$ cat config.mk
export PLATFORM = sky130hd
export DESIGN_NAME = half_bridge_protection_control
export DESIGN_NICKNAME = d
export VERILOG_FILES = /design/src/inc/hbpc_pkg.sv /design/src/design/oc_channel.sv /design/src/design/half_bridge_protection_control.sv
export SDC_FILE = /design/constraint.sdc
export NUM_CORES = 1
export LEC_CHECK = 0
export BUFFER_PORTS_ARGS = -buffer_cell sky130_fd_sc_hd__buf_2
export CAP_MARGIN = 20
export CELL_PAD_IN_SITES_DETAIL_PLACEMENT = 0
export CELL_PAD_IN_SITES_GLOBAL_PLACEMENT = 1
export CORE_MARGIN = 3
export CORE_UTILIZATION = 50
export CTS_CLUSTER_SIZE = 25
export DETAILED_ROUTE_END_ITERATION = 7
export PLACE_DENSITY = 0.92
export SETUP_SLACK_MARGIN = 0.4
export SLEW_MARGIN = 20
export SYNTH_ARGS = -nofsm -noshare
export SYNTH_HDL_FRONTEND = slang
export SYNTH_SLANG_ARGS = --single-unit
$ cat constraint.sdc
create_clock -name REF_CLK -period 2.7 [get_ports REF_CLK]
set_input_delay 0 -clock REF_CLK [delete_from_list [all_inputs] [get_ports REF_CLK]]
set_output_delay 0 -clock REF_CLK [all_outputs]
set_load 0.02 [all_outputs]
$ cat src/inc/hbpc_pkg.sv
package hbpc_pkg;
   localparam int NUM_OUT = 11;
   localparam int NUM_BRIDGE = 6;
   localparam int FRAME_BITS = 24;
   localparam int BITCNT_W = 5;
   localparam int CNT_W = 13;
   localparam int CLK_HZ = 25_000_000;
   localparam int HZ_PER_MHZ = 1_000_000;
   localparam int NS_PER_US = 1000;
   localparam int FILTER_US = 32;
   localparam int FILTER_CYC = (FILTER_US * (CLK_HZ / HZ_PER_MHZ));
   localparam int CC_DELAY_NS = 1000;
   localparam int CC_DELAY_CYC =
      (CC_DELAY_NS * (CLK_HZ / HZ_PER_MHZ) + NS_PER_US - 1) / NS_PER_US;
   // On-time is the filter time; off-time scales it to about 12% or 25% duty
   localparam int DUTY12_OFF_FACTOR = 7;
   localparam int DUTY25_OFF_FACTOR = 3;
   localparam int RECOV12_CYC = FILTER_CYC * DUTY12_OFF_FACTOR;
   localparam int RECOV25_CYC = FILTER_CYC * DUTY25_OFF_FACTOR;
   // Frame layout
   localparam int PAGE_LSB = 22;
   localparam logic [1:0] PAGE_DRIVE = 2'h0;
   localparam logic [1:0] PAGE_MODE = 2'h1;
   localparam int DRV_HS_LSB = 0;
   localparam int DRV_LS_LSB = 11;
   localparam int MON_LSB = 17;
   localparam int DUTY_BIT = 19;
   localparam int CLEAR_BIT = 20;
   localparam int MODE_PWM_LSB = 0;
   localparam int MODE_RECOV_LSB = 11;
   // Outputs eight and nine take the second PWM source
   localparam int PWM_B_FIRST = 8;
   localparam int PWM_B_LAST = 9;

   typedef struct packed {
      logic [NUM_OUT-1:0] hs_on;
      logic [NUM_BRIDGE-1:0] ls_on;
      logic [1:0] mon_sel;
      logic duty_12;
      logic [NUM_OUT-1:0] pwm_en;
      logic [NUM_OUT-1:0] recov_en;
   } cfg_t;

   typedef enum logic [1:0] {
      BR_OFF = 2'b00,
      BR_HS = 2'b01,
      BR_LS = 2'b10,
      BR_DEAD = 2'b11
   } br_state_t;

   typedef struct packed {
      br_state_t st;
      logic from_hs;
      logic [CNT_W-1:0] cnt;
   } bridge_t;

   typedef enum logic [1:0] {
      CH_RUN = 2'b00,
      CH_TRIP = 2'b01,
      CH_LATCH = 2'b10
   } ch_state_t;
endpackage

$ cat src/design/oc_channel.sv
`timescale 1ns/1ps
`default_nettype none
module oc_channel #(
   parameter int FILTER_CYC = hbpc_pkg::FILTER_CYC,
   parameter int OFF_12_CYC = hbpc_pkg::RECOV12_CYC,
   parameter int OFF_25_CYC = hbpc_pkg::RECOV25_CYC
) (
   input wire logic clk,
   input wire logic rst_n,
   input wire logic demand,
   input wire logic oc_seen,
   input wire logic recov_en,
   input wire logic duty_12,
   input wire logic clear_status,
   output logic enable,
   output logic flag
);
   typedef struct packed {
      hbpc_pkg::ch_state_t st;
      logic flag;
      logic en;
      logic [hbpc_pkg::CNT_W-1:0] cnt;
   } state_t;

   state_t q, d;
   logic trip;
   logic [hbpc_pkg::CNT_W-1:0] off_last;

   always_comb begin
      d = q;
      trip = 1'h0;
      off_last = duty_12 ? hbpc_pkg::CNT_W'(OFF_12_CYC - 1) :
                           hbpc_pkg::CNT_W'(OFF_25_CYC - 1);
      unique case (q.st)
         hbpc_pkg::CH_RUN: begin
            if (demand && q.en && oc_seen) begin
               if (q.cnt == hbpc_pkg::CNT_W'(FILTER_CYC - 1)) begin
                  trip = 1'h1;
                  d.flag = 1'h1;
                  d.cnt = '0;
                  d.st = recov_en ? hbpc_pkg::CH_TRIP : hbpc_pkg::CH_LATCH;
               end else begin
                  d.cnt = q.cnt + 1'h1;
               end
            end else begin
               // Any gap in the condition restarts qualification
               d.cnt = '0;
            end
         end
         hbpc_pkg::CH_TRIP: begin
            if (!recov_en) begin
               d.st = hbpc_pkg::CH_LATCH;
            end else if (q.cnt == off_last) begin
               d.st = hbpc_pkg::CH_RUN;
               d.cnt = '0;
            end else begin
               d.cnt = q.cnt + 1'h1;
            end
         end
         hbpc_pkg::CH_LATCH: begin
            d.cnt = '0;
         end
         default: begin
            d.st = hbpc_pkg::CH_LATCH;
         end
      endcase
      // A trip in the clearing cycle keeps its flag
      if (clear_status && !trip) begin
         d.flag = 1'h0;
         // A latch entered from CH_TRIP in this very cycle is released too
         if (d.st == hbpc_pkg::CH_LATCH) begin
            d.st = hbpc_pkg::CH_RUN;
            d.cnt = '0;
         end
      end
      d.en = (d.st == hbpc_pkg::CH_RUN);
   end

   always_ff @(posedge clk or negedge rst_n) begin
      if (!rst_n) begin
         q <= '0;
         q.st <= hbpc_pkg::CH_RUN;
         q.en <= 1'h1;
      end else begin
         q <= d;
      end
   end

   assign enable = q.en;
   assign flag = q.flag;
endmodule
`default_nettype wire

$ cat src/design/half_bridge_protection_control.sv
`timescale 1ns/1ps
`default_nettype none
module half_bridge_protection_control #(
   parameter int FILTER_CYC = hbpc_pkg::FILTER_CYC,
   parameter int RECOV12_CYC = hbpc_pkg::RECOV12_CYC,
   parameter int RECOV25_CYC = hbpc_pkg::RECOV25_CYC,
   parameter int CC_DELAY_CYC = hbpc_pkg::CC_DELAY_CYC
) (
   input wire logic REF_CLK,
   input wire logic RSTN,
   input wire logic SPI_CLK,
   input wire logic CHIP_SELECT_N,
   input wire logic SERIAL_IN,
   output logic SERIAL_OUT,
   output logic SERIAL_OUT_EN,
   input wire logic PWM_A_INPUT,
   input wire logic MONITOR_OR_PWM_B_PIN,
   input wire logic [hbpc_pkg::NUM_OUT-1:0] OC_DETECT,
   output logic [hbpc_pkg::NUM_OUT-1:0] HIGH_SWITCH_ON,
   output logic [hbpc_pkg::NUM_OUT-1:0] HIGH_SWITCH_FAST_OFF,
   output logic [hbpc_pkg::NUM_BRIDGE-1:0] LOW_SWITCH_ON,
   output logic [hbpc_pkg::NUM_BRIDGE-1:0] LOW_SWITCH_FAST_OFF,
   output logic [1:0] MONITOR_SEL,
   output logic [hbpc_pkg::NUM_OUT-1:0] OC_FLAGS
);
   localparam int NO = hbpc_pkg::NUM_OUT;
   localparam int NB = hbpc_pkg::NUM_BRIDGE;
   localparam int FB = hbpc_pkg::FRAME_BITS;

   typedef struct packed {
      logic [2:0] sclk_s;
      logic [2:0] csn_s;
      logic [1:0] sdi_s;
      logic [1:0] pwma_s;
      logic [1:0] pwmb_s;
      logic [NO-1:0] oc_s1;
      logic [NO-1:0] oc_s2;
      logic [FB-1:0] rx;
      logic [FB-1:0] tx;
      logic [hbpc_pkg::BITCNT_W-1:0] bitcnt;
      logic sdo;
      logic sdo_en;
      logic clear;
      hbpc_pkg::cfg_t cfg;
      hbpc_pkg::bridge_t [NB-1:0] br;
      logic [NO-1:0] hs_on;
      logic [NO-1:0] hs_fast;
      logic [NB-1:0] ls_on;
      logic [NB-1:0] ls_fast;
   } state_t;

   state_t q, d;
   logic [NO-1:0] chan_en;
   logic [NO-1:0] chan_flag;
   logic [NO-1:0] want_hs;
   logic [NB-1:0] want_ls;
   logic [NO-1:0] demand;
   logic [NO-1:0] gated_hs;
   logic [NB-1:0] gated_ls;

   // Pulse-width source per output
   function automatic logic pwm_gate(input int idx, input logic pwm_en,
                                     input logic pwm_a, input logic pwm_b);
      logic src;
      src = (idx >= hbpc_pkg::PWM_B_FIRST && idx <= hbpc_pkg::PWM_B_LAST) ?
            pwm_b : pwm_a;
      return !pwm_en || src;
   endfunction

   always_comb begin
      for (int i = 0; i < NO; i++) begin
         want_hs[i] = q.cfg.hs_on[i] &&
                      pwm_gate(i, q.cfg.pwm_en[i], q.pwma_s[1], q.pwmb_s[1]);
      end
      for (int i = 0; i < NB; i++) begin
         want_ls[i] = q.cfg.ls_on[i] &&
                      pwm_gate(i, q.cfg.pwm_en[i], q.pwma_s[1], q.pwmb_s[1]);
      end
      demand = want_hs | {{(NO - NB){1'h0}}, want_ls};
      gated_hs = want_hs & chan_en;
      gated_ls = want_ls & chan_en[NB-1:0];
   end

   genvar g;
   generate
      for (g = 0; g < NO; g++) begin : g_chan
         oc_channel #(
            .FILTER_CYC(FILTER_CYC),
            .OFF_12_CYC(RECOV12_CYC),
            .OFF_25_CYC(RECOV25_CYC)
         ) u_chan (
            .clk(REF_CLK),
            .rst_n(RSTN),
            .demand(demand[g]),
            .oc_seen(q.oc_s2[g]),
            .recov_en(q.cfg.recov_en[g]),
            .duty_12(q.cfg.duty_12),
            .clear_status(q.clear),
            .enable(chan_en[g]),
            .flag(chan_flag[g])
         );
      end
   endgenerate

   always_comb begin
      logic sclk_rise;
      logic sclk_fall;
      logic cs_fall;
      logic cs_rise;
      logic selected;
      logic req_hs;
      logic req_ls;
      sclk_rise = 1'h0;
      sclk_fall = 1'h0;
      cs_fall = 1'h0;
      cs_rise = 1'h0;
      selected = 1'h0;
      req_hs = 1'h0;
      req_ls = 1'h0;
      d = q;
      // Pins pass two stages; the third stage only feeds edge detection
      d.sclk_s = {q.sclk_s[1:0], SPI_CLK};
      d.csn_s = {q.csn_s[1:0], CHIP_SELECT_N};
      d.sdi_s = {q.sdi_s[0], SERIAL_IN};
      d.pwma_s = {q.pwma_s[0], PWM_A_INPUT};
      d.pwmb_s = {q.pwmb_s[0], MONITOR_OR_PWM_B_PIN};
      d.oc_s1 = OC_DETECT;
      d.oc_s2 = q.oc_s1;
      sclk_rise = q.sclk_s[1] && !q.sclk_s[2];
      sclk_fall = !q.sclk_s[1] && q.sclk_s[2];
      cs_fall = !q.csn_s[1] && q.csn_s[2];
      cs_rise = q.csn_s[1] && !q.csn_s[2];
      selected = !q.csn_s[1];
      d.clear = 1'h0;

      if (cs_fall) begin
         d.bitcnt = '0;
         d.tx = {{(FB - NO){1'h0}}, chan_flag};
      end else if (selected && sclk_rise) begin
         d.rx = {q.sdi_s[1], q.rx[FB-1:1]};
         // Saturate so an overlong frame is rejected
         if (q.bitcnt != hbpc_pkg::BITCNT_W'(FB + 1)) begin
            d.bitcnt = q.bitcnt + 1'h1;
         end
      end else if (selected && sclk_fall) begin
         d.tx = {1'h0, q.tx[FB-1:1]};
      end

      if (cs_rise && q.bitcnt == hbpc_pkg::BITCNT_W'(FB)) begin
         if (q.rx[hbpc_pkg::PAGE_LSB +: 2] == hbpc_pkg::PAGE_DRIVE) begin
            d.cfg.hs_on = q.rx[hbpc_pkg::DRV_HS_LSB +: NO];
            d.cfg.ls_on = q.rx[hbpc_pkg::DRV_LS_LSB +: NB];
            d.cfg.mon_sel = q.rx[hbpc_pkg::MON_LSB +: 2];
            d.cfg.duty_12 = q.rx[hbpc_pkg::DUTY_BIT];
            d.clear = q.rx[hbpc_pkg::CLEAR_BIT];
         end else if (q.rx[hbpc_pkg::PAGE_LSB +: 2] == hbpc_pkg::PAGE_MODE) begin
            d.cfg.pwm_en = q.rx[hbpc_pkg::MODE_PWM_LSB +: NO];
            d.cfg.recov_en = q.rx[hbpc_pkg::MODE_RECOV_LSB +: NO];
         end
      end

      // Second stage only, so the enable lines up with the status reload
      d.sdo_en = !q.csn_s[1];
      d.sdo = d.sdo_en && d.tx[0];

      for (int i = 0; i < NB; i++) begin
         // Both sides asked at once is treated as neither
         req_hs = gated_hs[i] && !gated_ls[i];
         req_ls = gated_ls[i] && !gated_hs[i];
         unique case (q.br[i].st)
            hbpc_pkg::BR_OFF: begin
               if (req_hs) begin
                  d.br[i].st = hbpc_pkg::BR_HS;
               end else if (req_ls) begin
                  d.br[i].st = hbpc_pkg::BR_LS;
               end
            end
            hbpc_pkg::BR_HS: begin
               if (!req_hs) begin
                  d.br[i].st = hbpc_pkg::BR_DEAD;
                  d.br[i].from_hs = 1'h1;
                  d.br[i].cnt = '0;
               end
            end
            hbpc_pkg::BR_LS: begin
               if (!req_ls) begin
                  d.br[i].st = hbpc_pkg::BR_DEAD;
                  d.br[i].from_hs = 1'h0;
                  d.br[i].cnt = '0;
               end
            end
            hbpc_pkg::BR_DEAD: begin
               if (q.br[i].cnt == hbpc_pkg::CNT_W'(CC_DELAY_CYC - 1)) begin
                  d.br[i].st = hbpc_pkg::BR_OFF;
               end else begin
                  d.br[i].cnt = q.br[i].cnt + 1'h1;
               end
            end
         endcase
         d.hs_on[i] = (d.br[i].st == hbpc_pkg::BR_HS);
         d.ls_on[i] = (d.br[i].st == hbpc_pkg::BR_LS);
         // Slow turn-off during the delay, fast only once it expires
         d.hs_fast[i] = !d.hs_on[i] &&
                        !(d.br[i].st == hbpc_pkg::BR_DEAD && d.br[i].from_hs);
         d.ls_fast[i] = !d.ls_on[i] &&
                        !(d.br[i].st == hbpc_pkg::BR_DEAD && !d.br[i].from_hs);
      end
      for (int i = NB; i < NO; i++) begin
         d.hs_on[i] = gated_hs[i];
         d.hs_fast[i] = !gated_hs[i];
      end
   end

   always_ff @(posedge REF_CLK or negedge RSTN) begin
      if (!RSTN) begin
         q <= '0;
         q.csn_s <= '1;
         q.hs_fast <= '1;
         q.ls_fast <= '1;
      end else begin
         q <= d;
      end
   end

   assign SERIAL_OUT = q.sdo;
   assign SERIAL_OUT_EN = q.sdo_en;
   assign HIGH_SWITCH_ON = q.hs_on;
   assign HIGH_SWITCH_FAST_OFF = q.hs_fast;
   assign LOW_SWITCH_ON = q.ls_on;
   assign LOW_SWITCH_FAST_OFF = q.ls_fast;
   assign MONITOR_SEL = q.cfg.mon_sel;
   assign OC_FLAGS = chan_flag;
endmodule
`default_nettype wire

* Yosys cells after proc, flatten, opt, wreduce, memory -nomap -nowiden
Index checks and enable logic that the tools add are counted.
** Word-level totals
- Output and inout port bits :: 49
- Logic and storage cells :: 772
- Bits in registers :: 449
** Cells by class
- Eq/ne operators :: 119
- Bitwise gates (word level) :: 5
- Muxes and demuxes :: 273
- Reductions and logical operators :: 271
- $add $sub $neg :: 18
** Operator list (count)
- $mux W13 :: 73
- $pmux W13 S3 :: 17
- $add A13 B1 Y13 const B :: 17
- $mux W16 :: 12
- $eq A13 B10 Y1 const B :: 11
- $eq A13 B13 Y1 :: 11
- $mux W2 :: 62
- $mux W3 :: 33
- $logic_and A1 B1 Y1 :: 94
- $eq A2 B2 Y1 const B :: 46
- $eq A13 B5 Y1 const B :: 6
- $logic_not A1 Y1 :: 73
- $reduce_bool A2 Y1 :: 36
- $pmux W2 S3 :: 11
- $logic_not A2 Y1 :: 29
- $eq A2 B1 Y1 const B :: 24
- $mux W24 :: 2
- $pmux W2 S4 :: 6
- $mux W1 :: 44
- $mux W22 :: 2
- $mux W43 :: 1
- $ne A2 B2 Y1 const B :: 19
- $reduce_and A3 Y1 :: 12
- $mux W29 :: 1
- 14 further kinds :: 44

* Longest topological paths before layout
- Depth in word-level cells :: 13
- Mapped depth :: 10
- Mapped depth without buffers :: 8

* Modules after synthesis
Synthesis repeated with hierarchy kept, for this count alone.
** Second synthesis, totals
- Cells, all modules :: 2602
- Area total of the unflattened synthesis :: 25031.5 sq um
** Modules (own cells, without submodules)
- half_bridge_protection_control :: cells an instance 1140, times used 1, area an instance 12434.4 sq um, seq. area each 6556.3 sq um
- oc_channel (g_chan[3].u_chan ...) :: cells an instance 132, times used 5, area an instance 1159.9 sq um, seq. area each 426.7 sq um
- oc_channel (g_chan[0].u_chan ...) :: cells an instance 135, times used 4, area an instance 1139.8 sq um, seq. area each 426.7 sq um
- oc_channel (g_chan[8].u_chan) :: cells an instance 140, times used 1, area an instance 1167.4 sq um, seq. area each 426.7 sq um
- oc_channel (g_chan[9].u_chan) :: cells an instance 122, times used 1, area an instance 1071.0 sq um, seq. area each 426.7 sq um

* Worst setup path after synthesis
OpenSTA, ideal clock, no wires.
- Path kind :: register -> register
- Start :: reg g_chan[1].u_chan.q[0] (netlist name)
- End :: reg g_chan[1].u_chan.q[2] (netlist name)
- Data arrival time :: 1.955 ns
- Library setup time :: 0.118 ns
- Path buffers :: 0
- Stages on the path, launching flop included :: 8
- Slack :: 0.627 ns
- Data required time :: 2.582 ns
- Path through :: dfrtp_1 -> ha_1 -> nand4_1 -> or4_1 -> o21ai_1 -> o21a_1 -> o22ai_1 -> a21o_1
** RTL lines
- start: declaration :: RTL line oc_channel.sv:25 : state_t q, d;

==> flow_summary.ini <==
[timing]
hold_ws_ns = 0.0580
finalSetupViolCount = 0
fin_tns_setup_ns = 0
min_period_over_period_pct = 84.0
skew_ns = 0.0166
rsz0062_at_grt = true
drv_slew = 0
min_period_ns = 2.27
worst_slew_pin_slew_ns = 0.779
setup_ws_ns = 0.432
relSlewSlack_pct = 47.8
hold_viol_final = 0
max_freq_mhz = 441

[synthesis]
synth_seq_cells = 448
postSynthCellCount = 2438
ys_warn_count = 0
synthesis.area_um2 = 23300
synthFlopType = dfrtp_1
async_reset_ff_share_pct = 100
syn_avg_cell_area_um2 = 9.55
ys_seq_area_share_pct = 48.3
synth_edf_count = 0
yosysUniqueCellTypes = 98
syn_nets = 2507

[die]
core-area_um2 = 45700
dieWidth_um = 222
io_pins = 67
num_rows = 78
initial_core_util_pct = 51.0
die_area_um2 = 49200
dieHeight_um = 222

[drt]
ant_nets = 0
route.vias.total = 18500
viasPerCell = 5.90
drtIter0Drc = 1236
drt-pass1-iter-count = 5
wl_mm = 52.0
drc = 0
avgRoutedWirePerCell_um = 16.6

[global_routing]
grt_pass1_wl_mm = 88.5
grt_max_degree = 108
antenna_found_initial = 0
grt_pass1_vias = 18000
grtUsageTotal_pct = 21.0
grt_overflow = 0

[layout]
insertedDiodeCount = 0
syn2layout_area_growth_pct = 12.3
finalInstanceArea_um2 = 26200
drive_gt1_share_pct = 14.1
final_nets = 2567
final_common_cell = dfrtp_1
final_cell_mix = 410 x dfrtp_1, 278 x nand2_1, 191 x nor2_1, 160 x o21ai_0, 131 x nand3_1

[worst_setup_path]
crit_fanout = 9
rr_startpoint = q[152]$_DFFE_PN0P_
arrival_ns = 2.77
worstPathRequired_ns = 3.20
crit_path_start = q[152]$_DFFE_PN0P_
cp-start-kind = register
end_kind = register
worstSetupPathType = register to register

[clock_network]
worstSkewPairLatency_ns = 0.58
clockRootBuffer = clkbuf_16
cts.sinks = 448
cts_tree = done
cts_buffer_depth = 3
clk_pin_slew_ns = 0.06
numCtsBuffers = 49
cts.htree.levels = 2

[placed_design]
place_ws_ns = 0.0918
numPortBuffers = 66
place_area_um2 = 24000
gpl.final_weighted_congestion = 0.912
place_hpwl_mm = 35.0

[power_and_ir_drop]
leakagePower_nw = 11.3
ir_drop_uv = 491
power_mw = 13.9
powerDensity_nw_per_um2 = 532

[flow_run]
max_cap_violations = 0

[run_status]
outcome = complete, no violations

[hold_path]
hold_path.class = primary input to asynchronous set/reset pin
final cells by class:
cell class	instances	area (um2)
flip-flops and latches	448	11300
fillers	3869	19500
repair buffers	128	936
clock inverters	21	284
well taps	600	751
clock buffers	69	1360
multi-input cells	1761	11200
inverters	110	414
critical path, cell delays in order (launching register included):
cell and delay, ns:
dfrtp_2 0.45, clkinv_2 0.26, a32o_1 0.34, a311oi_4 0.44, nor2_2 0.17, or3_1 0.37
a21oi_1 0.16
cell families (layout without fill, tap and decap cells):
family	count (synthesis)	count (layout)	synth area share (%)
xor gates and xnor gates	45	45	1.69
AOI/OAI and AO/OA	566	566	16.1
muxes	85	85	3.96
adders and majority gates	51	51	2.74
DFF	448	448	48.3
buffers and inverters	229	328	4.83
and+or+nand+nor	1014	1014	22.4
layer usage:
| metal | track usage [%] | up-vias | part of all wire [%] |
|---|---|---|---|
| met5 | 0 | - | 0 |
| met4 | 7.66 | 0 | 3.3 |
| met3 | 3.27 | 117 | 4.9 |
| met2 | 33.8 | 458 | 47 |
| met1 | 29.1 | 9035 | 45 |
| li1 | - | 8891 | - |
repair_timing:
item,4_1_cts,5_1_grt
resized for setup,10,42
hold buffers,18,0
cloned,0,0
setup endpoints to repair,68,139
buffers inserted,4,5
endpoints found under the hold margin,436,0
pin swaps,0,9
sequential cells by signal, indices dropped and copies added, names as in the netlist:
signal and count:
MONITOR_SEL 2, g_chan.u_chan.flag 11, g_chan.u_chan.q 165, LOW_SWITCH_ON 6, q 205, HIGH_SWITCH_ON 11
d 18, g_chan.u_chan.enable 11, SERIAL_OUT 1, SERIAL_OUT_EN 1, LOW_SWITCH_FAST_OFF 6, HIGH_SWITCH_FAST_OFF 11
synth_stat cells, types with 43 or more instances:
cell type	instances	area, um2
nand2b_1	44	275
ha_1	51	638
a21oi_1	112	561
mux2_2	57	642
nand4_1	50	313
dfrtp_1	417	10400
nand2_1	278	1040
nand3_1	132	661
and3_1	45	282
nor2_1	194	728
a21o_1	43	323
o21ai_0	162	811
inv_1	107	402
nor3_1	55	275
buf_4	48	360
final timing paths:
kind / endpoint / slack, ns / cells after the start
worst max register to register: g_chan[7].u_chan.q[10]$_DFF_PN0_ / 0.43 / 6
max in group asynchronous: g_chan[1].u_chan.q[0]$_DFF_PN0_ / 1.86 / 3
worst max-delay path: g_chan[7].u_chan.q[10]$_DFF_PN0_ / 0.43 / 6
worst min register to register: q[237]$_DFF_PN0_ / 0.35 / 0
min in group REF_CLK: d[255]$_DFF_PN0_ / 0.06 / 2
worst min-delay path: LOW_SWITCH_FAST_OFF[0]$_DFF_PN1_ / 0.06 / 2
stage by stage:
step | utilization (%) | cells
floorplan | - | 2438
global placement | 52.5 | 3019
detailed placement | 52.5 | 3020
CTS | 56.8 | 3132
global route | 57.3 | 3137
finish | 57.3 | 3137
report_power, final:
part           switching, mW  internal (mW)  leakage, nW
Sequential            0.0502           6.77         6.06
Clock                   2.72           4.10        0.794
Combinational          0.183         0.0819         4.48
Power figures use the tool's default switching activity.
